<file path="src/rtl/acs_map.vh">
// Register map, field positions, reset values and timing counts
`ifndef ACS_MAP_VH
`define ACS_MAP_VH

// Register byte offsets
`define ACS_OFF_CTRL0      8'h00
`define ACS_OFF_CTRL1      8'h04
`define ACS_OFF_CTRL2      8'h08
`define ACS_OFF_CTRL3      8'h0c
`define ACS_OFF_CTRL4      8'h10
`define ACS_OFF_RES_BASE   8'h20
`define ACS_RES_IDX_HI     4
`define ACS_RES_IDX_LO     2

// conv_control_0 fields
`define ACS_C0_CH_LO       0
`define ACS_C0_CH_HI       2
`define ACS_C0_MODE_LO     3
`define ACS_C0_MODE_HI     4
`define ACS_C0_TRG         5
`define ACS_C0_START       6

// conv_control_1 fields
`define ACS_C1_SWP_LO      0
`define ACS_C1_SWP_HI      1
`define ACS_C1_PRIO        2
`define ACS_C1_RES10       3
`define ACS_C1_EXT_LO      6
`define ACS_C1_EXT_HI      7

// conv_control_2 fields
`define ACS_C2_SMP         0
`define ACS_C2_GRP_LO      1
`define ACS_C2_GRP_HI      2
`define ACS_C2_HWSEL       5

// conv_control_3 and conv_control_4 fields
`define ACS_C3_DMA         0
`define ACS_C3_MP          1
`define ACS_C3_STAT_LO     3
`define ACS_C3_STAT_HI     4
`define ACS_C4_G2_LO       0
`define ACS_C4_G2_HI       1

// Operating mode codes
`define ACS_MODE_ONESHOT   2'h0
`define ACS_MODE_REPEAT    2'h1
`define ACS_MODE_SWEEP     2'h2
`define ACS_MODE_RSWEEP    2'h3

// Extended input codes
`define ACS_EXT_NONE       2'h0
`define ACS_EXT_IN0        2'h1
`define ACS_EXT_IN1        2'h2

// Converter cycles per channel
`define ACS_CYC_8B         8'd49
`define ACS_CYC_10B        8'd59
`define ACS_CYC_8B_SH      8'd28
`define ACS_CYC_10B_SH     8'd33

// Reset values
`define ACS_RST_CTRL       8'h00

`endif

</file>
<file path="src/rtl/acs_sequencer.v">
// Conversion sequencer for a multi-channel SAR converter with APB registers
//
// Notes on behaviour
// - Single-conversion mode with multi-port off converts the selected input once per start.
// - Single and repeat modes select group channel or an extended input.
// - Software trigger: conversion begins when the start flag is written one.
// - External trigger: falling edge starts conversion once start flag set.
// - Hardware trigger: motor timer event starts conversion once flag set.
// - Single modes with software trigger clear the start flag on finish, except single-conversion with multi-port set.
// - Writing zero to the start flag stops conversion in every mode.
// - Repeat mode converts the one selected input until stopped.
// - Single sweep converts selected inputs lowest first, then stops.
// - Sweep set is first two, four, six or eight group channels.
// - Repeat sweep 0 repeats the sweep set until flag cleared.
// - Repeat sweep 1 interleaves priority channels between the others.
// - Repeat sweep 1 ignores triggers during a conversion.
// - Multi-port converts base group eight channels, then second group.
// - Multi-port single sweep converts sixteen inputs once, then stops.
// - Multi-port repeat sweep repeats sixteen inputs until flag cleared.
// - Without DMA, repeating modes raise no interrupt request.
// - Without DMA, single sweep raises one request at sweep end.
// - With DMA, every channel conversion raises a request.
// - Without DMA, result goes to register of the converted channel.
// - With DMA, every result goes to result register zero.
// - Mode field: 00 single, 01 repeat, 10 sweep, 11 repeat sweep.
// - Priority select bit picks repeat sweep 1 over repeat sweep 0.
// - Outside repeat sweep 1 a trigger mid-conversion aborts and restarts.
// - Channel takes 49/59 cycles, or 28/33 with sample-and-hold.
//
// Chosen here: the APB slave port and the address map.
`timescale 1ns/10ps
`include "acs_map.vh"

module acs_sequencer #(
  parameter ADDR_W = 8,
  parameter AD_DIV = 8'd1
) (
  input  wire              pclk,
  input  wire              presetn,
  input  wire              psel,
  input  wire              penable,
  input  wire              pwrite,
  input  wire [ADDR_W-1:0] paddr,
  input  wire [31:0]       pwdata,
  output reg  [31:0]       prdata_ff,
  output reg               pready_ff,
  output reg               pslverr_ff,
  input  wire              external_trigger_n,
  input  wire              motor_timer_counter,
  input  wire [9:0]        conv_data,
  output reg  [1:0]        mux_group_ff,
  output reg  [2:0]        mux_channel_ff,
  output reg  [1:0]        mux_ext_ff,
  output reg               busy_ff,
  output reg               done_ff,
  output reg               irq_ff
);

  localparam ST_IDLE = 2'h0;
  localparam ST_WAIT = 2'h1;
  localparam ST_CONV = 2'h2;
  localparam [7:0] RES_BASE = `ACS_OFF_RES_BASE;

  ////////////////////////////////////////////////////////////////////////////
  // Control registers
  reg  [2:0]  chan_sel_ff;
  reg  [1:0]  op_mode_ff;
  reg         trig_src_ff;
  reg         start_ff;
  reg  [1:0]  sweep_sel_ff;
  reg         prio_sweep_ff;
  reg         res10_ff;
  reg  [1:0]  ext_sel_ff;
  reg         samp_hold_ff;
  reg  [1:0]  grp_sel_ff;
  reg         hw_cause_ff;
  reg         dma_en_ff;
  reg         mp_en_ff;
  reg  [1:0]  grp2_sel_ff;
  reg  [9:0]  res_mem [0:7];

  // Sequencer state
  reg  [1:0]  state_ff;
  reg  [3:0]  idx_ff;
  reg  [1:0]  prio_ptr_ff;
  reg  [2:0]  rest_ptr_ff;
  reg         prio_turn_ff;
  reg  [15:0] cnt_ff;
  reg  [1:0]  trg_sync_ff;
  reg         trg_q_ff;

  reg  [1:0]  nxt_state;
  reg  [3:0]  nxt_idx;
  reg  [1:0]  nxt_prio_ptr;
  reg  [2:0]  nxt_rest_ptr;
  reg         nxt_prio_turn;
  reg  [15:0] nxt_cnt;
  reg         nxt_start;
  reg         nxt_done;
  reg         nxt_irq;
  reg  [1:0]  cur_grp;
  reg  [2:0]  cur_ch;
  reg  [1:0]  cur_ext;
  reg  [2:0]  res_idx;
  reg  [31:0] nxt_rdata;
  reg         nxt_err;

  ////////////////////////////////////////////////////////////////////////////
  // APB decode
  wire        apb_setup = psel & penable & ~pready_ff;
  wire        apb_wr    = psel & penable & pready_ff & pwrite;
  wire [7:0]  addr8     = paddr[7:0];
  wire        hit_res   = (addr8[7:5] == RES_BASE[7:5]) &
                          (addr8[1:0] == 2'h0);
  wire [2:0]  rd_idx    = addr8[`ACS_RES_IDX_HI:`ACS_RES_IDX_LO];
  wire        wr_c0     = apb_wr & (addr8 == `ACS_OFF_CTRL0);

  ////////////////////////////////////////////////////////////////////////////
  // Mode decode
  wire m_single = ~mp_en_ff & (op_mode_ff == `ACS_MODE_ONESHOT);
  wire m_repeat = ~mp_en_ff & (op_mode_ff == `ACS_MODE_REPEAT);
  wire m_sweep  = ~mp_en_ff & (op_mode_ff == `ACS_MODE_SWEEP);
  wire m_rsw    = ~mp_en_ff & (op_mode_ff == `ACS_MODE_RSWEEP);
  wire m_rsw1   = m_rsw & prio_sweep_ff;
  wire m_mp     = mp_en_ff & op_mode_ff[1];
  wire mp_once  = m_mp & ~op_mode_ff[0];
  wire one_pin  = m_single | m_repeat | (mp_en_ff & ~op_mode_ff[1]);
  wire [2:0] prio_cnt  = {1'b0, sweep_sel_ff} + 3'h1;
  wire [3:0] sweep_end = {1'b0, sweep_sel_ff, 1'b1};
  wire [3:0] last_idx  = m_mp ? 4'hf : sweep_end;
  wire       seq_last  = one_pin | (idx_ff == last_idx);
  wire       once_mode = m_single | m_sweep | mp_once;

  // Converter cycle count per channel
  wire [7:0] base_cyc = samp_hold_ff ?
                        (res10_ff ? `ACS_CYC_10B_SH : `ACS_CYC_8B_SH) :
                        (res10_ff ? `ACS_CYC_10B : `ACS_CYC_8B);
  wire [15:0] cyc_prod = {8'h00, base_cyc} * {8'h00, AD_DIV};
  wire [15:0] cnt_load = cyc_prod - 16'h1;

  ////////////////////////////////////////////////////////////////////////////
  // External trigger synchroniser and edge detect
  always @(posedge pclk or negedge presetn) begin
    if (!presetn) begin
      trg_sync_ff <= 2'h3;
      trg_q_ff    <= 1'b1;
    end else begin
      trg_sync_ff <= {trg_sync_ff[0], external_trigger_n};
      trg_q_ff    <= trg_sync_ff[1];
    end
  end

  wire ext_fall = trg_q_ff & ~trg_sync_ff[1];
  wire trig_evt = trig_src_ff &
                  (hw_cause_ff ? motor_timer_counter : ext_fall);

  ////////////////////////////////////////////////////////////////////////////
  // Current input selection
  always @* begin
    cur_grp = grp_sel_ff;
    cur_ch  = chan_sel_ff;
    cur_ext = `ACS_EXT_NONE;
    res_idx = chan_sel_ff;
    if (one_pin) begin
      cur_ext = ext_sel_ff;
      if (ext_sel_ff == `ACS_EXT_IN0)
        res_idx = 3'h0;
      else if (ext_sel_ff == `ACS_EXT_IN1)
        res_idx = 3'h1;
    end else if (m_mp) begin
      cur_grp = idx_ff[3] ? grp2_sel_ff : 2'h0;
      cur_ch  = idx_ff[2:0];
      res_idx = idx_ff[2:0];
    end else if (m_rsw1) begin
      cur_ch  = prio_turn_ff ? {1'b0, prio_ptr_ff} : rest_ptr_ff;
      res_idx = cur_ch;
    end else begin
      cur_ch  = idx_ff[2:0];
      res_idx = idx_ff[2:0];
    end
  end

  ////////////////////////////////////////////////////////////////////////////
  // Sequencer
  always @* begin
    nxt_state     = state_ff;
    nxt_idx       = idx_ff;
    nxt_prio_ptr  = prio_ptr_ff;
    nxt_rest_ptr  = rest_ptr_ff;
    nxt_prio_turn = prio_turn_ff;
    nxt_cnt       = cnt_ff;
    nxt_done      = 1'b0;
    nxt_irq       = 1'b0;
    nxt_start     = start_ff;
    case (state_ff)
      ST_IDLE: begin
        if (start_ff) begin
          nxt_state = trig_src_ff ? ST_WAIT : ST_CONV;
        end
        nxt_idx       = 4'h0;
        nxt_prio_ptr  = 2'h0;
        nxt_rest_ptr  = prio_cnt;
        nxt_prio_turn = 1'b1;
        nxt_cnt       = cnt_load;
      end
      ST_WAIT: begin
        nxt_idx       = 4'h0;
        nxt_prio_ptr  = 2'h0;
        nxt_rest_ptr  = prio_cnt;
        nxt_prio_turn = 1'b1;
        nxt_cnt       = cnt_load;
        if (trig_evt) begin
          nxt_state = ST_CONV;
        end
      end
      ST_CONV: begin
        if (trig_evt && !m_rsw1) begin
          nxt_idx       = 4'h0;
          nxt_prio_ptr  = 2'h0;
          nxt_rest_ptr  = prio_cnt;
          nxt_prio_turn = 1'b1;
          nxt_cnt       = cnt_load;
        end else if (cnt_ff != 16'h0) begin
          nxt_cnt = cnt_ff - 16'h1;
        end else begin
          nxt_done = 1'b1;
          nxt_cnt  = cnt_load;
          nxt_irq  = dma_en_ff |
                     m_single |
                     ((m_sweep | mp_once) & seq_last);
          if (once_mode && seq_last) begin
            nxt_idx = 4'h0;
            if (!trig_src_ff) begin
              nxt_start = 1'b0;
              nxt_state = ST_IDLE;
            end else begin
              nxt_state = ST_WAIT;
            end
          end else if (m_rsw1) begin
            if (prio_turn_ff) begin
              nxt_prio_ptr = (({1'b0, prio_ptr_ff} + 3'h1) == prio_cnt) ?
                             2'h0 : prio_ptr_ff + 2'h1;
            end else begin
              nxt_rest_ptr = (rest_ptr_ff == 3'h7) ?
                             prio_cnt : rest_ptr_ff + 3'h1;
            end
            nxt_prio_turn = ~prio_turn_ff;
          end else if (seq_last) begin
            nxt_idx = 4'h0;
          end else begin
            nxt_idx = idx_ff + 4'h1;
          end
        end
      end
      default: begin
        nxt_state = ST_IDLE;
      end
    endcase
    if (!start_ff) begin
      nxt_state = ST_IDLE;
    end
    if (wr_c0) begin
      nxt_start = pwdata[`ACS_C0_START];
      if (!pwdata[`ACS_C0_START]) begin
        nxt_state = ST_IDLE;
        nxt_done  = 1'b0;
        nxt_irq   = 1'b0;
      end
    end
  end

  always @(posedge pclk or negedge presetn) begin
    if (!presetn) begin
      state_ff       <= ST_IDLE;
      idx_ff         <= 4'h0;
      prio_ptr_ff    <= 2'h0;
      rest_ptr_ff    <= 3'h1;
      prio_turn_ff   <= 1'b1;
      cnt_ff         <= 16'h0;
      start_ff       <= 1'b0;
      done_ff        <= 1'b0;
      irq_ff         <= 1'b0;
      busy_ff        <= 1'b0;
      mux_group_ff   <= 2'h0;
      mux_channel_ff <= 3'h0;
      mux_ext_ff     <= 2'h0;
    end else begin
      state_ff       <= nxt_state;
      idx_ff         <= nxt_idx;
      prio_ptr_ff    <= nxt_prio_ptr;
      rest_ptr_ff    <= nxt_rest_ptr;
      prio_turn_ff   <= nxt_prio_turn;
      cnt_ff         <= nxt_cnt;
      start_ff       <= nxt_start;
      done_ff        <= nxt_done;
      irq_ff         <= nxt_irq;
      busy_ff        <= (nxt_state == ST_CONV);
      mux_group_ff   <= cur_grp;
      mux_channel_ff <= cur_ch;
      mux_ext_ff     <= cur_ext;
    end
  end

  ////////////////////////////////////////////////////////////////////////////
  // Result registers
  wire       res_wr  = (state_ff == ST_CONV) & nxt_done;
  wire [2:0] res_dst = dma_en_ff ? 3'h0 : res_idx;
  wire [9:0] res_val = res10_ff ? conv_data : {2'h0, conv_data[7:0]};

  genvar gi;
  generate
    for (gi = 0; gi < 8; gi = gi + 1) begin : g_res
      always @(posedge pclk or negedge presetn) begin
        if (!presetn) begin
          res_mem[gi] <= 10'h000;
        end else if (res_wr && res_dst == gi) begin
          res_mem[gi] <= res_val;
        end
      end
    end
  endgenerate

  ////////////////////////////////////////////////////////////////////////////
  // Configuration writes
  always @(posedge pclk or negedge presetn) begin
    if (!presetn) begin
      chan_sel_ff   <= 3'h0;
      op_mode_ff    <= 2'h0;
      trig_src_ff   <= 1'b0;
      sweep_sel_ff  <= 2'h0;
      prio_sweep_ff <= 1'b0;
      res10_ff      <= 1'b0;
      ext_sel_ff    <= 2'h0;
      samp_hold_ff  <= 1'b0;
      grp_sel_ff    <= 2'h0;
      hw_cause_ff   <= 1'b0;
      dma_en_ff     <= 1'b0;
      mp_en_ff      <= 1'b0;
      grp2_sel_ff   <= 2'h0;
    end else if (apb_wr) begin
      case (addr8)
        `ACS_OFF_CTRL0: begin
          chan_sel_ff <= pwdata[`ACS_C0_CH_HI:`ACS_C0_CH_LO];
          op_mode_ff  <= pwdata[`ACS_C0_MODE_HI:`ACS_C0_MODE_LO];
          trig_src_ff <= pwdata[`ACS_C0_TRG];
        end
        `ACS_OFF_CTRL1: begin
          sweep_sel_ff  <= pwdata[`ACS_C1_SWP_HI:`ACS_C1_SWP_LO];
          prio_sweep_ff <= pwdata[`ACS_C1_PRIO];
          res10_ff      <= pwdata[`ACS_C1_RES10];
          ext_sel_ff    <= pwdata[`ACS_C1_EXT_HI:`ACS_C1_EXT_LO];
        end
        `ACS_OFF_CTRL2: begin
          samp_hold_ff <= pwdata[`ACS_C2_SMP];
          grp_sel_ff   <= pwdata[`ACS_C2_GRP_HI:`ACS_C2_GRP_LO];
          hw_cause_ff  <= pwdata[`ACS_C2_HWSEL];
        end
        `ACS_OFF_CTRL3: begin
          dma_en_ff <= pwdata[`ACS_C3_DMA];
          mp_en_ff  <= pwdata[`ACS_C3_MP];
        end
        `ACS_OFF_CTRL4: begin
          grp2_sel_ff <= pwdata[`ACS_C4_G2_HI:`ACS_C4_G2_LO];
        end
        default: begin
          grp2_sel_ff <= grp2_sel_ff;
        end
      endcase
    end
  end

  ////////////////////////////////////////////////////////////////////////////
  // APB read and answer
  always @* begin
    nxt_rdata = 32'h0;
    nxt_err   = 1'b0;
    case (addr8)
      `ACS_OFF_CTRL0: begin
        nxt_rdata[`ACS_C0_CH_HI:`ACS_C0_CH_LO]     = chan_sel_ff;
        nxt_rdata[`ACS_C0_MODE_HI:`ACS_C0_MODE_LO] = op_mode_ff;
        nxt_rdata[`ACS_C0_TRG]                     = trig_src_ff;
        nxt_rdata[`ACS_C0_START]                   = start_ff;
      end
      `ACS_OFF_CTRL1: begin
        nxt_rdata[`ACS_C1_SWP_HI:`ACS_C1_SWP_LO] = sweep_sel_ff;
        nxt_rdata[`ACS_C1_PRIO]                  = prio_sweep_ff;
        nxt_rdata[`ACS_C1_RES10]                 = res10_ff;
        nxt_rdata[`ACS_C1_EXT_HI:`ACS_C1_EXT_LO] = ext_sel_ff;
      end
      `ACS_OFF_CTRL2: begin
        nxt_rdata[`ACS_C2_SMP]                   = samp_hold_ff;
        nxt_rdata[`ACS_C2_GRP_HI:`ACS_C2_GRP_LO] = grp_sel_ff;
        nxt_rdata[`ACS_C2_HWSEL]                 = hw_cause_ff;
      end
      `ACS_OFF_CTRL3: begin
        nxt_rdata[`ACS_C3_DMA] = dma_en_ff;
        nxt_rdata[`ACS_C3_MP]  = mp_en_ff;
        nxt_rdata[`ACS_C3_STAT_HI:`ACS_C3_STAT_LO] =
          mp_en_ff ? mux_group_ff : 2'h0;
      end
      `ACS_OFF_CTRL4: begin
        nxt_rdata[`ACS_C4_G2_HI:`ACS_C4_G2_LO] = grp2_sel_ff;
      end
      default: begin
        if (hit_res) begin
          nxt_rdata[9:0] = res_mem[rd_idx];
        end else begin
          nxt_err = 1'b1;
        end
      end
    endcase
  end

  always @(posedge pclk or negedge presetn) begin
    if (!presetn) begin
      pready_ff  <= 1'b0;
      prdata_ff  <= 32'h0;
      pslverr_ff <= 1'b0;
    end else begin
      pready_ff  <= apb_setup;
      pslverr_ff <= apb_setup & nxt_err;
      if (apb_setup && !pwrite) begin
        prdata_ff <= nxt_rdata;
      end else begin
        prdata_ff <= 32'h0;
      end
    end
  end

endmodule

</file>
<file path="config.mk">
export PLATFORM = sky130hd
export DESIGN_NAME = acs_sequencer
export DESIGN_NICKNAME = d
export VERILOG_FILES = /design/src/rtl/acs_sequencer.v
export VERILOG_INCLUDE_DIRS = /design/src /design/src/rtl
export SDC_FILE = /design/constraint.sdc
export NUM_CORES = 1
export LEC_CHECK = 0
export BUFFER_PORTS_ARGS = -buffer_cell sky130_fd_sc_hd__buf_2
export CAP_MARGIN = 25
export CORE_ASPECT_RATIO = 0.75
export CORE_MARGIN = 2
export CORE_UTILIZATION = 40
export CTS_CLUSTER_SIZE = 30
export DETAILED_ROUTE_END_ITERATION = 10
export GPL_TIMING_DRIVEN = 0
export PLACE_DENSITY = 0.66
export SLEW_MARGIN = 20
export SYNTH_ARGS = -nofsm -noshare
export SYNTH_HDL_FRONTEND = slang
export SYNTH_SLANG_ARGS = --single-unit
export TNS_END_PERCENT = 100
</file>
<file path="constraint.sdc">
create_clock -name pclk -period 2.32 [get_ports pclk]
set_input_delay 0.116 -clock pclk [delete_from_list [all_inputs] [get_ports pclk]]
set_output_delay 0.116 -clock pclk [all_outputs]
set_load 0.02 [all_outputs]
</file>
==> results.md <==
Status:
- The final reports fail on setup timing.
- The flow ran to the end, but the final reports show violations.

Drt:
- The first TritonRoute pass finished after 5 iterations.
- Dividing the detail-routed wire length by the instance count gives 19.2 um.
- The total wire length is 20.2 mm.
- The number of antenna-violating nets in the routed design is 0.
- The average vias per placed instance is 5.51.
- The violation count after the first detailed-route iteration is 484.
- For this run, design rule violations remaining after detail routing come to 0.
- The via count of the routed design is 5796.

Place:
- The post-placement cell area is 8560 sq um.
- The number of port buffers is 51.
- At the end of routability-driven placement, the weighted congestion stood at 0.836.
- The half-perimeter wire length of the detailed placement result is 13.1 mm.

Worst hold path:
- The class of the most critical hold timing path is input port to flop.
- The startpoint identified for the worst hold timing path is conv_data[3].
- The worst hold path was traced through 2 stages.
- For hold timing, the worst endpoint is res_mem[23].

Floorplanning:
- The vertical die dimension is 125 um.
- The horizontal extent of the die is 166 um.
- The number of placement rows is 44.
- The area of the core is 19300 sq um.
- The initial utilization of the core area, before any placement, comes to 40.7%.
- The number of top-level design ports is 101.
- The area enclosed by the die boundary is 20800 sq um.

STA:
- The relative slew slack is 39.7%.
- The minimum clock period after layout is 2450 ps.
- At the pin with the least slew margin, the transition time is 905 ps.
- The smallest setup slack after layout is -125 ps.
- Setup repair after global routing could not meet its margin everywhere.
- The final setup violation count is 50.
- The top achievable clock speed is 409 MHz.
- The max-slew violation count came to 0.
- The final critical path takes up 105% of the cycle.
- The final number of hold-violating endpoints is 0.
- Between clock sinks in the finished design, the worst skew comes to 11.3 ps.

Clock network:
- The CTS H-tree depth is 4.
- The total clock sinks is 154.
- The buffer depth of the longest clock path is 2.
- Clock-pin slew was measured on the worst setup and hold paths at 70 ps.
- TritonCTS built the clock tree.
- The clock root buffer master is clkbuf_16.
- The later pin in the worst-skew pair is clocked with a latency of 430 ps.
- The CTS buffer count is 17.

Logic synthesis:
- In this run, synthesis inferred 0 flip-flops with an integrated enable.
- The share of the Yosys chip area taken by registers is 49.1%.
- The synthesized area per cell is 12.0 sq um.
- By count the netlist is led by 149 x dfrtp_1, 104 x mux2_2, 43 x nand2_1, 34 x nor2_1, 26 x o21ai_0.
- The most common flop cell mapped by yosys is dfrtp_1.
- By instance count, the leading cell after synthesis is dfrtp_1.
- After synthesis the netlist holds a flip-flop and latch count of 154.
- The distinct cell type count after synthesis is 66.
- During synthesis, Yosys emitted a total of 0 warnings.
- After synthesis, the share of flip-flops with an asynchronous set or reset is 100%.
- The synthesized instance count is 654.
- The synthesized design spends more area on one cell type than any other, namely dfrtp_1.
- The share of the synthesized area in the top cell type is 47.4%.
- The mapped cell area is 7870 sq um.
- Yosys attributes the largest share of cell area to dfrtp_1 47%, mux2_2 15%, mux4_2 6.3%, mux2i_1 2.3%, buf_4 2.1%.

Pwr:
- Across the VDD grid, the largest voltage drop is 492 uV.
- The leakage power summed over all cells is 4.69 nW.
- In this run the power density over the cells is 586 nW/um^2.
- Summing internal, switching and leakage power gives 5.81 mW.

Setup path:
- The endpoint of the lowest-slack register-to-register path is res_mem[68].
- The startpoint identified for the worst register-to-register timing path is op_mode_ff[0].
- The category of the worst setup path capture point is a flop.
- The sort of element at the start of the critical path is a flop.
- The register-to-register path setup slack is -130 ps.
- The worst path arrival time is 2760 ps.
- Along the worst path, the maximum fanout reaches 5.
- The start-to-end type of the worst setup path is flop to flop.
- The number of cells on the worst reg-to-reg path is 8.
- STA puts the critical path data required time at 2630 ps.

Global route:
- The first global-routing pass estimated 32.5 mm of wire.
- Entering global routing, the biggest net connects 97 pins.
- The number of antenna violations at the first check in global routing is 0.
- For this run, the total global-route usage over all layers was measured as 20.0%.
- After global routing the overflow that remains totals 0.
- The via count of the first global-routing pass was 5699.

Finish:
- The final layout net count is 853.
- The share of post-route cells with drive strength above 1 is 41.4%.
- The fill cell total of the finished layout is 1661.
- Cells fill 51.4% of the core in the end.
- The number of antenna cells inserted is 0.
- The cell area after layout is 9930 sq um.
- The layout-stage area growth over the synthesis result is 26.2%.

Flow run:
- The reported max-cap violation count is 0.
[cell usage in the layout (no fill, tap or decap), drive strengths merged, types with 4 or more instances in the layout]
cell type,count
o22a,5
and2,8
nand3,14
and3,4
ha,10
conb,22
dfrtp,149
a21oi,22
buf,120
or3,8
clkbuf,37
nor3,12
mux4,22
nor2,34
nand2b,10
o22ai,4
clkinv,5
a41oi,4
nand4,4
nand2,43
inv,21
dlygate4sd3,10
o21ai,26
dfstp,5
xor2,5
nor2b,8
mux2i,18
a31oi,9
nor4,7
mux2,104
[logic make-up (layout without fill, tap and decap cells)]
family                   count (synthesis)  in the layout  share of synthesized area, %
buffers and inverters                   71            195                          4.71
other                                    1             22                        0.0477
AO/OA/AOI/OAI                          100            100                          8.65
XOR/XNOR                                 5              5                         0.557
AND/OR/NAND/NOR                        169            169                          11.9
adder cells (fa/ha/maj)                 10             10                          1.59
flip-flops                             154            154                          49.1
multiplexers                           144            144                          23.5
[metrics by stage]
stage	cells	TNS [ps]	setup WS (ps)	hold WS, ps
floorplan	675	0	13.4	-180
global placement	979	-214490	-1210	223
detailed placement	980	-37480	-727	75.4
CTS	1044	-1890	-65.3	17.4
global route	1052	-8340	-158	24.1
finish	1052	-3960	-125	19.0
[critical path: stages (launching register included)]
cell and delay (ps):
dfrtp_2 440, and4b_1 220, buf_6 150, nand2_4 70, a31oi_4 140, or4b_4 590, or2_4 280, buf_6 150
mux2_2 270
[routing by layer]
metal / global-route usage [%] / wire length, um / up-vias
met5: 0 / 0 / -
met4: 3.99 / 246 / 0
met3: 4.87 / 974 / 22
met2: 30.4 / 9230 / 175
met1: 29.3 / 9700 / 2964
li1: - / - / 2635
[area by class of cell]
cell class	instances	area [sq um]	area share (%)
Multi-Input combinational cell	450	4070	41.0
Inverter	13	48.8	0.491
Clock inverter	15	178	1.79
Tap cell	253	317	3.19
Sequential cell	154	3860	38.9
Buffer	53	330	3.33
Timing Repair Buffer	97	699	7.04
Clock buffer	17	425	4.28
[power breakdown]
part / internal [mW] / total, mW / switching (mW) / leakage, nW
sequential: 2.69 / 2.70 / 0.00769 / 2.12
clock: 1.54 / 2.83 / 1.29 / 0.293
combinational: 0.102 / 0.282 / 0.180 / 2.28
[worst max-delay path by stage]
stage                              from           to  slack [ps]  cells after the start
final                     op_mode_ff[0]  res_mem[68]        -130                      8
after global routing           mp_en_ff  res_mem[36]        -160                      9
after CTS                      mp_en_ff  res_mem[68]         -70                      7
after detailed placement   prio_turn_ff  res_mem[50]        -730                      7
after global placement          presetn  res_mem[43]       -1210                      1
after floorplan            prio_turn_ff  res_mem[50]          10                      7
[repair_timing]
action / 4_1_cts / 5_1_grt
hold buffers: 10 / 0
resized for setup: 65 / 37
endpoints found under the hold margin: 74 / 0
endpoints found under the setup margin: 95 / 104
setup buffers: 21 / 11
pin swaps: 9 / 13
gates cloned: 3 / 0
[flip-flops by register name, summed over array words and instances (netlist names), 3 cells and up]
name / count
chan_sel_ff: 3
cnt_ff: 16
idx_ff: 4
mux_channel_ff: 3
prdata_ff: 10
res_mem: 80
rest_ptr_ff: 3
(Power assumes the default switching activity.)
